<file path="src/drs_defines.svh">
// register offsets, field positions and reset values of the debug run status block
`ifndef DRS_DEFINES_SVH
`define DRS_DEFINES_SVH

`define DRS_STATUS_OFFS    8'h00
`define DRS_CONTROL_OFFS   8'h04
`define DRS_IRQ_STAT_OFFS  8'h08
`define DRS_IRQ_MASK_OFFS  8'h0c

`define DRS_BIT_AFLAG      7
`define DRS_BIT_BFLAG      6
`define DRS_BIT_ARMED      5
`define DRS_BIT_UNUSED     4
`define DRS_CNT_MSB        3

`define DRS_CTL_BIT_ENABLE 0
`define DRS_CTL_BIT_ARM    1
`define DRS_CTL_BIT_BEGIN  2

`define DRS_IRQ_BIT_RUNEND 0
`define DRS_IRQ_BIT_AMATCH 1
`define DRS_IRQ_BIT_BMATCH 2

`define DRS_CNT_EMPTY      4'h0
`define DRS_CNT_FULL       4'h8
`define DRS_STATUS_RST     8'h00
`define DRS_CONTROL_RST    3'h0
`define DRS_IRQ_RST        3'h0

`endif

</file>
<file path="src/drs_pkg.sv">
// types shared by the debug run status block
package drs_pkg;

    typedef struct packed {
        logic       cmp_a_match;
        logic       cmp_b_match;
        logic       trigger;
        logic       fifo_write;
        logic [3:0] fifo_count;
    } drs_trace_ev_t;

    typedef enum logic [1:0] {
        DRS_RESP_OKAY   = 2'b00,
        DRS_RESP_SLVERR = 2'b10
    } drs_resp_t;

endpackage

</file>
<file path="src/drs_axil_slave.sv">
// axi4-lite slave front end: captures writes and reads, asks the core for data
`timescale 1ns/1ps
`default_nettype none
module drs_axil_slave
    import drs_pkg::*;
(
    input  wire logic        core_clk_in,
    input  wire logic        rstn_in,
    input  wire logic [7:0]  awaddr_in,
    input  wire logic        awvalid_in,
    output logic             awready_out,
    input  wire logic [31:0] wdata_in,
    input  wire logic [3:0]  wstrb_in,
    input  wire logic        wvalid_in,
    output logic             wready_out,
    output logic [1:0]       bresp_out,
    output logic             bvalid_out,
    input  wire logic        bready_in,
    input  wire logic [7:0]  araddr_in,
    input  wire logic        arvalid_in,
    output logic             arready_out,
    output logic [31:0]      rdata_out,
    output logic [1:0]       rresp_out,
    output logic             rvalid_out,
    input  wire logic        rready_in,
    output logic             wr_go_out,
    output logic [7:0]       wr_addr_out,
    output logic [31:0]      wr_data_out,
    output logic             rd_go_out,
    output logic [7:0]       rd_addr_out,
    input  wire logic [31:0] rd_data_in,
    input  wire logic        rd_err_in,
    input  wire logic        wr_err_in
);
    logic aw_have_reg;
    logic w_have_reg;
    logic rd_pend_reg;

    // address and data are taken independently, one outstanding write at a time
    always_ff @(posedge core_clk_in or negedge rstn_in) begin
        if (!rstn_in) begin
            aw_have_reg <= 1'b0;
            w_have_reg  <= 1'b0;
            awready_out <= 1'b1;
            wready_out  <= 1'b1;
            wr_addr_out <= 8'h00;
            wr_data_out <= 32'h0000_0000;
            wr_go_out   <= 1'b0;
            bvalid_out  <= 1'b0;
            bresp_out   <= 2'b00;
        end else begin
            wr_go_out <= 1'b0;
            if (awvalid_in && awready_out) begin
                aw_have_reg <= 1'b1;
                awready_out <= 1'b0;
                wr_addr_out <= awaddr_in;
            end
            if (wvalid_in && wready_out) begin
                w_have_reg  <= 1'b1;
                wready_out  <= 1'b0;
                // byte lane 0 carries every implemented bit
                wr_data_out <= wstrb_in[0] ? wdata_in : 32'h0000_0000;
            end
            if (aw_have_reg && w_have_reg && !bvalid_out && !wr_go_out) begin
                wr_go_out <= 1'b1;
            end
            if (wr_go_out) begin
                bvalid_out  <= 1'b1;
                bresp_out   <= wr_err_in ? DRS_RESP_SLVERR : DRS_RESP_OKAY;
                aw_have_reg <= 1'b0;
                w_have_reg  <= 1'b0;
            end
            if (bvalid_out && bready_in) begin
                bvalid_out  <= 1'b0;
                awready_out <= 1'b1;
                wready_out  <= 1'b1;
            end
        end
    end

    always_ff @(posedge core_clk_in or negedge rstn_in) begin
        if (!rstn_in) begin
            arready_out <= 1'b1;
            rd_go_out   <= 1'b0;
            rd_addr_out <= 8'h00;
            rd_pend_reg <= 1'b0;
            rvalid_out  <= 1'b0;
            rdata_out   <= 32'h0000_0000;
            rresp_out   <= 2'b00;
        end else begin
            rd_go_out <= 1'b0;
            if (arvalid_in && arready_out) begin
                arready_out <= 1'b0;
                rd_addr_out <= araddr_in;
                rd_go_out   <= 1'b1;
                rd_pend_reg <= 1'b1;
            end
            if (rd_pend_reg && !rd_go_out) begin
                rd_pend_reg <= 1'b0;
                rvalid_out  <= 1'b1;
                rdata_out   <= rd_data_in;
                rresp_out   <= rd_err_in ? DRS_RESP_SLVERR : DRS_RESP_OKAY;
            end
            if (rvalid_out && rready_in) begin
                rvalid_out  <= 1'b0;
                arready_out <= 1'b1;
            end
        end
    end
endmodule
`default_nettype wire

</file>
<file path="src/drs_debug_run_status.sv">
// debug run status: arm flag, comparator match flags, fifo count and run end
//
// Function
// RL1: comparator A flag, bit 7, cleared at run start, set on A match.
// RL2: comparator B flag, bit 6, cleared at run start, set on B match.
// RL3: with module enabled, bit 5 mirrors the capture request control bit.
// RL4: writing 1 to capture request while enabled arms the debugger.
// RL5: hardware clears the armed flag when the run finishes; a control write in the end cycle loads it from its data instead.
// RL6: run ends on fifo full (begin trace) or trigger (end trace).
// RL7: writing 0 to capture request or enable ends the run at once.
// RL8: count bits 3:0 cleared at run start, hold valid words at end.
// RL9: count is plain binary, 0000 empty up to 1000 for eight words.
// RL10: count holds its end value and never decrements during readout.
// RL11: the host tracks remaining words itself while reading the fifo.
// RL12: begin trace stores after trigger; end trace fills until trigger.
// RL13: status bit 4 reads zero; status register writes are ignored.
//
// The AXI4-Lite register port and the register offsets were decided locally.
`timescale 1ns/1ps
`default_nettype none
`include "drs_defines.svh"
module drs_debug_run_status
    import drs_pkg::*;
#(
    parameter int FIFO_DEPTH = 8
) (
    input  wire logic          core_clk_in,
    input  wire logic          rstn_in,
    input  wire logic [7:0]    s_axil_awaddr_in,
    input  wire logic          s_axil_awvalid_in,
    output logic               s_axil_awready_out,
    input  wire logic [31:0]   s_axil_wdata_in,
    input  wire logic [3:0]    s_axil_wstrb_in,
    input  wire logic          s_axil_wvalid_in,
    output logic               s_axil_wready_out,
    output logic [1:0]         s_axil_bresp_out,
    output logic               s_axil_bvalid_out,
    input  wire logic          s_axil_bready_in,
    input  wire logic [7:0]    s_axil_araddr_in,
    input  wire logic          s_axil_arvalid_in,
    output logic               s_axil_arready_out,
    output logic [31:0]        s_axil_rdata_out,
    output logic [1:0]         s_axil_rresp_out,
    output logic               s_axil_rvalid_out,
    input  wire logic          s_axil_rready_in,
    input  wire drs_trace_ev_t trace_ev_in,
    output logic               capture_active_out,
    output logic               store_enable_out,
    output logic               run_start_out,
    output logic               irq_out
);
    typedef enum logic [1:0] {DRS_IDLE, DRS_WAIT_TRIG, DRS_STORING} drs_state_t;

    logic        wr_go;
    logic [7:0]  wr_addr;
    logic [31:0] wr_data;
    logic        rd_go;
    logic [7:0]  rd_addr;
    logic [31:0] rd_data;
    logic        rd_err;
    logic        wr_err;

    logic        module_enable_reg;
    logic        capture_request_reg;
    logic        begin_trace_reg;
    logic        a_flag_reg;
    logic        b_flag_reg;
    logic [3:0]  count_reg;
    logic [2:0]  irq_stat_reg;
    logic [2:0]  irq_mask_reg;
    drs_state_t  state_reg;

    logic        ctl_write;
    logic        new_enable;
    logic        new_request;
    logic        run_start;
    logic        run_end_hw;
    logic        run_abort;
    logic        running;
    logic [2:0]  irq_events;

    function automatic logic addr_is(input logic [7:0] addr, input logic [7:0] offs);
        return addr == offs;
    endfunction

    drs_axil_slave u_slave (
        .core_clk_in (core_clk_in),
        .rstn_in     (rstn_in),
        .awaddr_in   (s_axil_awaddr_in),
        .awvalid_in  (s_axil_awvalid_in),
        .awready_out (s_axil_awready_out),
        .wdata_in    (s_axil_wdata_in),
        .wstrb_in    (s_axil_wstrb_in),
        .wvalid_in   (s_axil_wvalid_in),
        .wready_out  (s_axil_wready_out),
        .bresp_out   (s_axil_bresp_out),
        .bvalid_out  (s_axil_bvalid_out),
        .bready_in   (s_axil_bready_in),
        .araddr_in   (s_axil_araddr_in),
        .arvalid_in  (s_axil_arvalid_in),
        .arready_out (s_axil_arready_out),
        .rdata_out   (s_axil_rdata_out),
        .rresp_out   (s_axil_rresp_out),
        .rvalid_out  (s_axil_rvalid_out),
        .rready_in   (s_axil_rready_in),
        .wr_go_out   (wr_go),
        .wr_addr_out (wr_addr),
        .wr_data_out (wr_data),
        .rd_go_out   (rd_go),
        .rd_addr_out (rd_addr),
        .rd_data_in  (rd_data),
        .rd_err_in   (rd_err),
        .wr_err_in   (wr_err)
    );

    assign running    = state_reg != DRS_IDLE;
    assign ctl_write  = wr_go && addr_is(wr_addr, `DRS_CONTROL_OFFS);
    assign new_enable = wr_data[`DRS_CTL_BIT_ENABLE];
    assign new_request = wr_data[`DRS_CTL_BIT_ARM];

    // a run starts only on a rising request while enabled
    assign run_start = ctl_write && new_enable && new_request && !capture_request_reg; // RL4
    assign run_abort = ctl_write && running && (!new_enable || !new_request); // RL7

    // begin trace ends when the fifo fills, end trace ends on the trigger
    always_comb begin
        run_end_hw = 1'b0;
        case (state_reg)
            DRS_STORING:   run_end_hw = begin_trace_reg
                                        ? (trace_ev_in.fifo_count >= 4'(FIFO_DEPTH))
                                        : trace_ev_in.trigger; // RL6
            DRS_WAIT_TRIG: run_end_hw = 1'b0;
            DRS_IDLE:      run_end_hw = 1'b0;
            default:       run_end_hw = 1'b0;
        endcase
    end

    // status writes land on a read-only word and are answered with an error
    assign wr_err = wr_go && !addr_is(wr_addr, `DRS_CONTROL_OFFS)
                    && !addr_is(wr_addr, `DRS_IRQ_STAT_OFFS)
                    && !addr_is(wr_addr, `DRS_IRQ_MASK_OFFS); // RL13

    always_ff @(posedge core_clk_in or negedge rstn_in) begin
        if (!rstn_in) begin
            module_enable_reg   <= 1'b0;
            capture_request_reg <= 1'b0;
            begin_trace_reg     <= 1'b0;
        end else begin
            if (ctl_write) begin
                module_enable_reg <= new_enable;
                capture_request_reg <= new_enable && new_request; // RL4
                // trace direction is locked while a run is live
                if (!running) begin
                    begin_trace_reg <= wr_data[`DRS_CTL_BIT_BEGIN];
                end
            end else if (run_end_hw) begin
                capture_request_reg <= 1'b0; // RL5
            end
        end
    end

    always_ff @(posedge core_clk_in or negedge rstn_in) begin
        if (!rstn_in) begin
            state_reg <= DRS_IDLE;
        end else begin
            case (state_reg)
                DRS_IDLE: begin
                    if (run_start) begin
                        // end trace stores from arming on
                        state_reg <= wr_data[`DRS_CTL_BIT_BEGIN] ? DRS_WAIT_TRIG
                                                                  : DRS_STORING; // RL12
                    end
                end
                DRS_WAIT_TRIG: begin
                    if (run_abort) begin
                        state_reg <= DRS_IDLE; // RL7
                    end else if (trace_ev_in.trigger) begin
                        state_reg <= DRS_STORING; // RL12
                    end
                end
                DRS_STORING: begin
                    if (run_abort || run_end_hw) begin
                        state_reg <= DRS_IDLE; // RL6
                    end
                end
                default: state_reg <= DRS_IDLE;
            endcase
        end
    end

    // match flags live only while armed; a match in the start cycle is dropped
    always_ff @(posedge core_clk_in or negedge rstn_in) begin
        if (!rstn_in) begin
            a_flag_reg <= 1'b0;
            b_flag_reg <= 1'b0;
        end else if (run_start) begin
            a_flag_reg <= 1'b0; // RL1
            b_flag_reg <= 1'b0; // RL2
        end else if (running) begin
            if (trace_ev_in.cmp_a_match) begin
                a_flag_reg <= 1'b1; // RL1
            end
            if (trace_ev_in.cmp_b_match) begin
                b_flag_reg <= 1'b1; // RL2
            end
        end
    end

    // count is captured once at run end so readout by the host never moves it
    always_ff @(posedge core_clk_in or negedge rstn_in) begin
        if (!rstn_in) begin
            count_reg <= `DRS_CNT_EMPTY;
        end else if (run_start) begin
            count_reg <= `DRS_CNT_EMPTY; // RL8
        end else if (running && (run_end_hw || run_abort)) begin
            count_reg <= (trace_ev_in.fifo_count > `DRS_CNT_FULL)
                         ? `DRS_CNT_FULL : trace_ev_in.fifo_count; // RL9 RL10 RL11
        end
    end

    assign irq_events = {trace_ev_in.cmp_b_match && running,
                         trace_ev_in.cmp_a_match && running,
                         running && (run_end_hw || run_abort)};

    // set beats a write-one clear in the same cycle
    always_ff @(posedge core_clk_in or negedge rstn_in) begin
        if (!rstn_in) begin
            irq_stat_reg <= `DRS_IRQ_RST;
            irq_mask_reg <= `DRS_IRQ_RST;
        end else begin
            if (wr_go && addr_is(wr_addr, `DRS_IRQ_MASK_OFFS)) begin
                irq_mask_reg <= wr_data[2:0];
            end
            if (wr_go && addr_is(wr_addr, `DRS_IRQ_STAT_OFFS)) begin
                irq_stat_reg <= (irq_stat_reg & ~wr_data[2:0]) | irq_events;
            end else begin
                irq_stat_reg <= irq_stat_reg | irq_events;
            end
        end
    end

    always_comb begin
        rd_data = 32'h0000_0000;
        rd_err  = 1'b0;
        if (addr_is(rd_addr, `DRS_STATUS_OFFS)) begin
            rd_data[`DRS_BIT_AFLAG]          = a_flag_reg; // RL1
            rd_data[`DRS_BIT_BFLAG]          = b_flag_reg; // RL2
            rd_data[`DRS_BIT_ARMED]          = module_enable_reg && capture_request_reg; // RL3
            rd_data[`DRS_BIT_UNUSED]         = 1'b0; // RL13
            rd_data[`DRS_CNT_MSB:0]          = count_reg; // RL8
        end else if (addr_is(rd_addr, `DRS_CONTROL_OFFS)) begin
            rd_data[`DRS_CTL_BIT_ENABLE]     = module_enable_reg;
            rd_data[`DRS_CTL_BIT_ARM]        = capture_request_reg;
            rd_data[`DRS_CTL_BIT_BEGIN]      = begin_trace_reg;
        end else if (addr_is(rd_addr, `DRS_IRQ_STAT_OFFS)) begin
            rd_data[2:0] = irq_stat_reg;
        end else if (addr_is(rd_addr, `DRS_IRQ_MASK_OFFS)) begin
            rd_data[2:0] = irq_mask_reg;
        end else begin
            rd_err = 1'b1;
        end
    end

    always_ff @(posedge core_clk_in or negedge rstn_in) begin
        if (!rstn_in) begin
            capture_active_out <= 1'b0;
            store_enable_out   <= 1'b0;
            run_start_out      <= 1'b0;
            irq_out            <= 1'b0;
        end else begin
            capture_active_out <= module_enable_reg && capture_request_reg; // RL3
            store_enable_out   <= (state_reg == DRS_STORING) && !run_end_hw && !run_abort; // RL12
            run_start_out      <= run_start;
            irq_out            <= |(irq_stat_reg & irq_mask_reg);
        end
    end
endmodule
`default_nettype wire

</file>
<file path="config.mk">
export PLATFORM = sky130hd
export DESIGN_NAME = drs_debug_run_status
export DESIGN_NICKNAME = d
export VERILOG_FILES = /design/src/drs_pkg.sv /design/src/drs_axil_slave.sv /design/src/drs_debug_run_status.sv
export VERILOG_INCLUDE_DIRS = /design/src
export SDC_FILE = /design/constraint.sdc
export NUM_CORES = 1
export LEC_CHECK = 0
export BUFFER_PORTS_ARGS = -buffer_cell sky130_fd_sc_hd__buf_2
export CAP_MARGIN = 10
export CORE_UTILIZATION = 45
export DETAILED_ROUTE_END_ITERATION = 8
export PLACE_DENSITY = 0.74
export SETUP_SLACK_MARGIN = 0.2
export SKIP_CTS_REPAIR_TIMING = 1
export SYNTH_ARGS = -nofsm -noshare
export SYNTH_HDL_FRONTEND = slang
export SYNTH_SLANG_ARGS = --single-unit
</file>
<file path="constraint.sdc">
create_clock -name core_clk_in -period 2.3 [get_ports core_clk_in]
set_input_delay 0.69 -clock core_clk_in [delete_from_list [all_inputs] [get_ports core_clk_in]]
set_output_delay 0.69 -clock core_clk_in [all_outputs]
set_load 0.03 [all_outputs]
</file>
==> results.md <==
* Cell Area, Synth at 2690 sq um
* Overall overflow remaining after global route at 0
* Die Y at 79.3 microns
* Leading area contributor after synthesis: dfrtp_1
* Final Max Tran Viols at 0
* Avg Cell Area, Syn at 12.1 sq um
* Switching pwr at 1.13 mW
* Post-synthesis register bit count at 59
* Async SR Flop Fraction at 100%
* DR WL/cell at 13.4 microns
* Core area at around 5600 sq um
* Switching share of power at 31.9%
* Sequential power share at 45.3%
* Length of the first detailed-routing pass in iterations at 4
* Worst min path class: input port to async pin
* Pre-CTS setup slack at 0.561 ns
* DR vias/cell at 4.89
* CP Launch Point: u_slave.wready_out
* Slew @ Worst Pin at 0.658 ns
* Clk Latency, worst-skew pair at 0.33 ns
* Post-Route WL at 4800 microns
* CTS Buf Count at 9
* Crit path buffers/inverters at 1
* Layout filler cell count at ~500
* Post-synth EDFFs at 0
* Initial antenna violation count at 0
* Regs by FF count: u_slave.rd_addr_out (8), u_slave.wr_addr_out (8), u_slave.rdata_out (7)
* Peak supply drop at 0.678 mV
* R2r endpoint: count_reg[2]
* Critical Path Sink: s_axil_wready_out
* Vias in the first global route at ~1.8k
* CP Class: flop to primary output
* Library cells used by synthesis at 43
* IO Pins at 112
* YS warnings at 0
* Largest net degree at the start of global routing at 31
* Final period util at about three quarters
* CP endpoint kind: primary output
* Final hold vios at 0
* GP Congestion at 0.738
* Max Cap Violations at 0
* Max frequency at 0.567 GHz
* CP max stage cell: dfstp_2
* Synth Instances at 222
* Post-layout min period at 1.76 ns
* Die X at 79.3 microns
* DP Wirelength at 3620 microns
* Rel. slew slack at approximately 56%
* Status: finished clean
* CTS max path bufs at 2
* # diodes at 0
* Crit path launch type: flop
* Row count at 27
* Clk slew on worst S/H paths at approximately 0.070 ns
* Remaining routing DRC violations at 0
* Clk pwr share at 31.9%
* Global-route wire length before repair at 8210 microns
* Sum Neg Setup Slack at 0 ns
* IO Port Bufs at 51
* CP max stage delay at 0.55 ns
* Die area at 6290 sq um
* Static Leak at 1.57 nW
* Levels on crit path at 1
* Clock Sinks at 59
* Internal power component at 2.42 mW
* Gate power share at a little under a quarter
* First DRT Iteration DRCs at slightly below 80
* Worst-path cell chain: buf_2
* Pwr Total at 3.55 mW
* Final-stage net count at ~350
* CTS H-tree depth at 3
* Clock root buffer: clkbuf_8
* Layout cells sized above 1 at 35.9%
* # setup viols final at 0
* Worst setup margin at between 0.5 and 0.6 ns
* Worst-path fanout max at 4
* GRT Total Usage at ~18%
* Top cell type's share of synthesized area at 52.1%
* Power density over the cells at 1110 nW/um^2
* RR Startpoint: u_slave.wr_addr_out[6]
* Final ANT Viol Nets at 0
* Critical Path AT at 1.07 ns
* Initial Utilization at 47.7%
* Critical Path RT at around 1.6 ns
* Via count at 1756
* CTS tree: yes
* FF-to-FF setup slack at 0.58 ns
* Unrepaired setup endpoints after global routing: false
* FF-to-FF path depth at 4
* Ranking of synthesized cells by area: dfrtp_1, buf_4, mux2_2, nand2_1, dfstp_2
* Setup Skew at 0.00757 ns
* Top_reg_cell synth: dfrtp_1
* Hold_ws at roughly 0.27 ns
* Seq/Total Area, Yosys at 55.0%
* Worst path top cell family by delay: flip-flops
* Area Overhead vs Synth at 18.5%
[cell usage after synthesis (2+ instances only)]
cell type / number
a22o_1: 6
nand3_1: 6
nand2b_1: 3
a21oi_1: 6
nor2b_1: 2
o21a_1: 2
inv_1: 8
and2_1: 2
nand2_1: 22
o21ai_0: 9
nand4b_1: 3
and4b_1: 2
dfrtp_1: 56
mux2_1: 2
mux2_2: 17
mux2i_1: 5
mux2_4: 3
dfstp_2: 3
clkbuf_1: 3
nor2_1: 10
nand3b_1: 2
buf_4: 27
mux4_2: 3
[metrics by stage]
stage | util, % | instances | area, sq um
floorplan | - | 248 | 2790
global placement | 52.3 | 343 | 2950
detailed placement | 52.3 | 343 | 2950
CTS | 56.5 | 359 | 3190
global route | 56.5 | 359 | 3190
finish | 56.5 | 359 | 3190
[per-layer routing]
metal	share of wire [%]	GRT usage, %
met1	44	21.0
met2	49	28.4
met3	5.0	6.55
met4	1.5	8.18
met5	0	0
[power groups by stage]
stage               clock network, mW  registers, mW  logic [mW]
floorplan                           0           1.67       0.555
global placement                    0           1.61       0.788
detailed placement                  0           1.63       0.816
CTS                              1.16           1.61       0.820
global route                     1.21           1.66       0.895
finish                           1.13           1.61       0.807
[worst min path at each step]
stage	start	end	slack [ns]	cells past startpoint
floorplan	rstn_in	a_flag_reg	0.39	0
global placement	u_slave.rdata_out[0]	u_slave.rdata_out[0]	0.46	2
global route	rstn_in	u_slave.rvalid_out	0.26	1
detailed placement	u_slave.rdata_out[0]	u_slave.rdata_out[0]	0.47	2
CTS	rstn_in	u_slave.rvalid_out	0.26	1
finish	rstn_in	u_slave.rvalid_out	0.27	1
[layout make-up]
cell class	instances	area [sq um]	area share, %
Clock inverter	7	116	3.65
Sequential cell	59	1480	46.4
Multi-Input combinational cell	151	1060	33.4
Clock buffer	9	124	3.89
Timing Repair Buffer	53	283	8.87
Inverter	8	30.0	0.942
Tap cell	72	90.1	2.83
[cells in the final DEF, fill, tap and decap left out, types with 2 or more instances in the layout]
master / n
nand3b_1: 2
nand2b_1: 3
conb_1: 27
o21ai_0: 9
nand2_1: 22
o21a_1: 2
mux2_4: 3
mux2_2: 17
nor2_1: 10
and4b_1: 2
mux2_1: 2
nand3_1: 6
mux4_2: 3
clkinv_2: 2
nor2b_1: 2
bufinv_16: 3
a21oi_1: 6
and2_1: 2
a22o_1: 6
dfstp_2: 3
buf_2: 51
nand4b_1: 3
inv_1: 8
dfrtp_1: 56
mux2i_1: 5
clkbuf_8: 9
[cell families (layout without fill, tap and decap cells)]
logic type      after synthesis  after routing  synth area share [%]
simple gates                 64             64                  14.1
buf+inv                      38             77                  9.07
flops                        59             59                  55.0
mux                          30             30                  14.0
compound gates               30             30                  7.67
other cells                   1             27                 0.139
No activity file was read; power rests on OpenSTA's default activity.
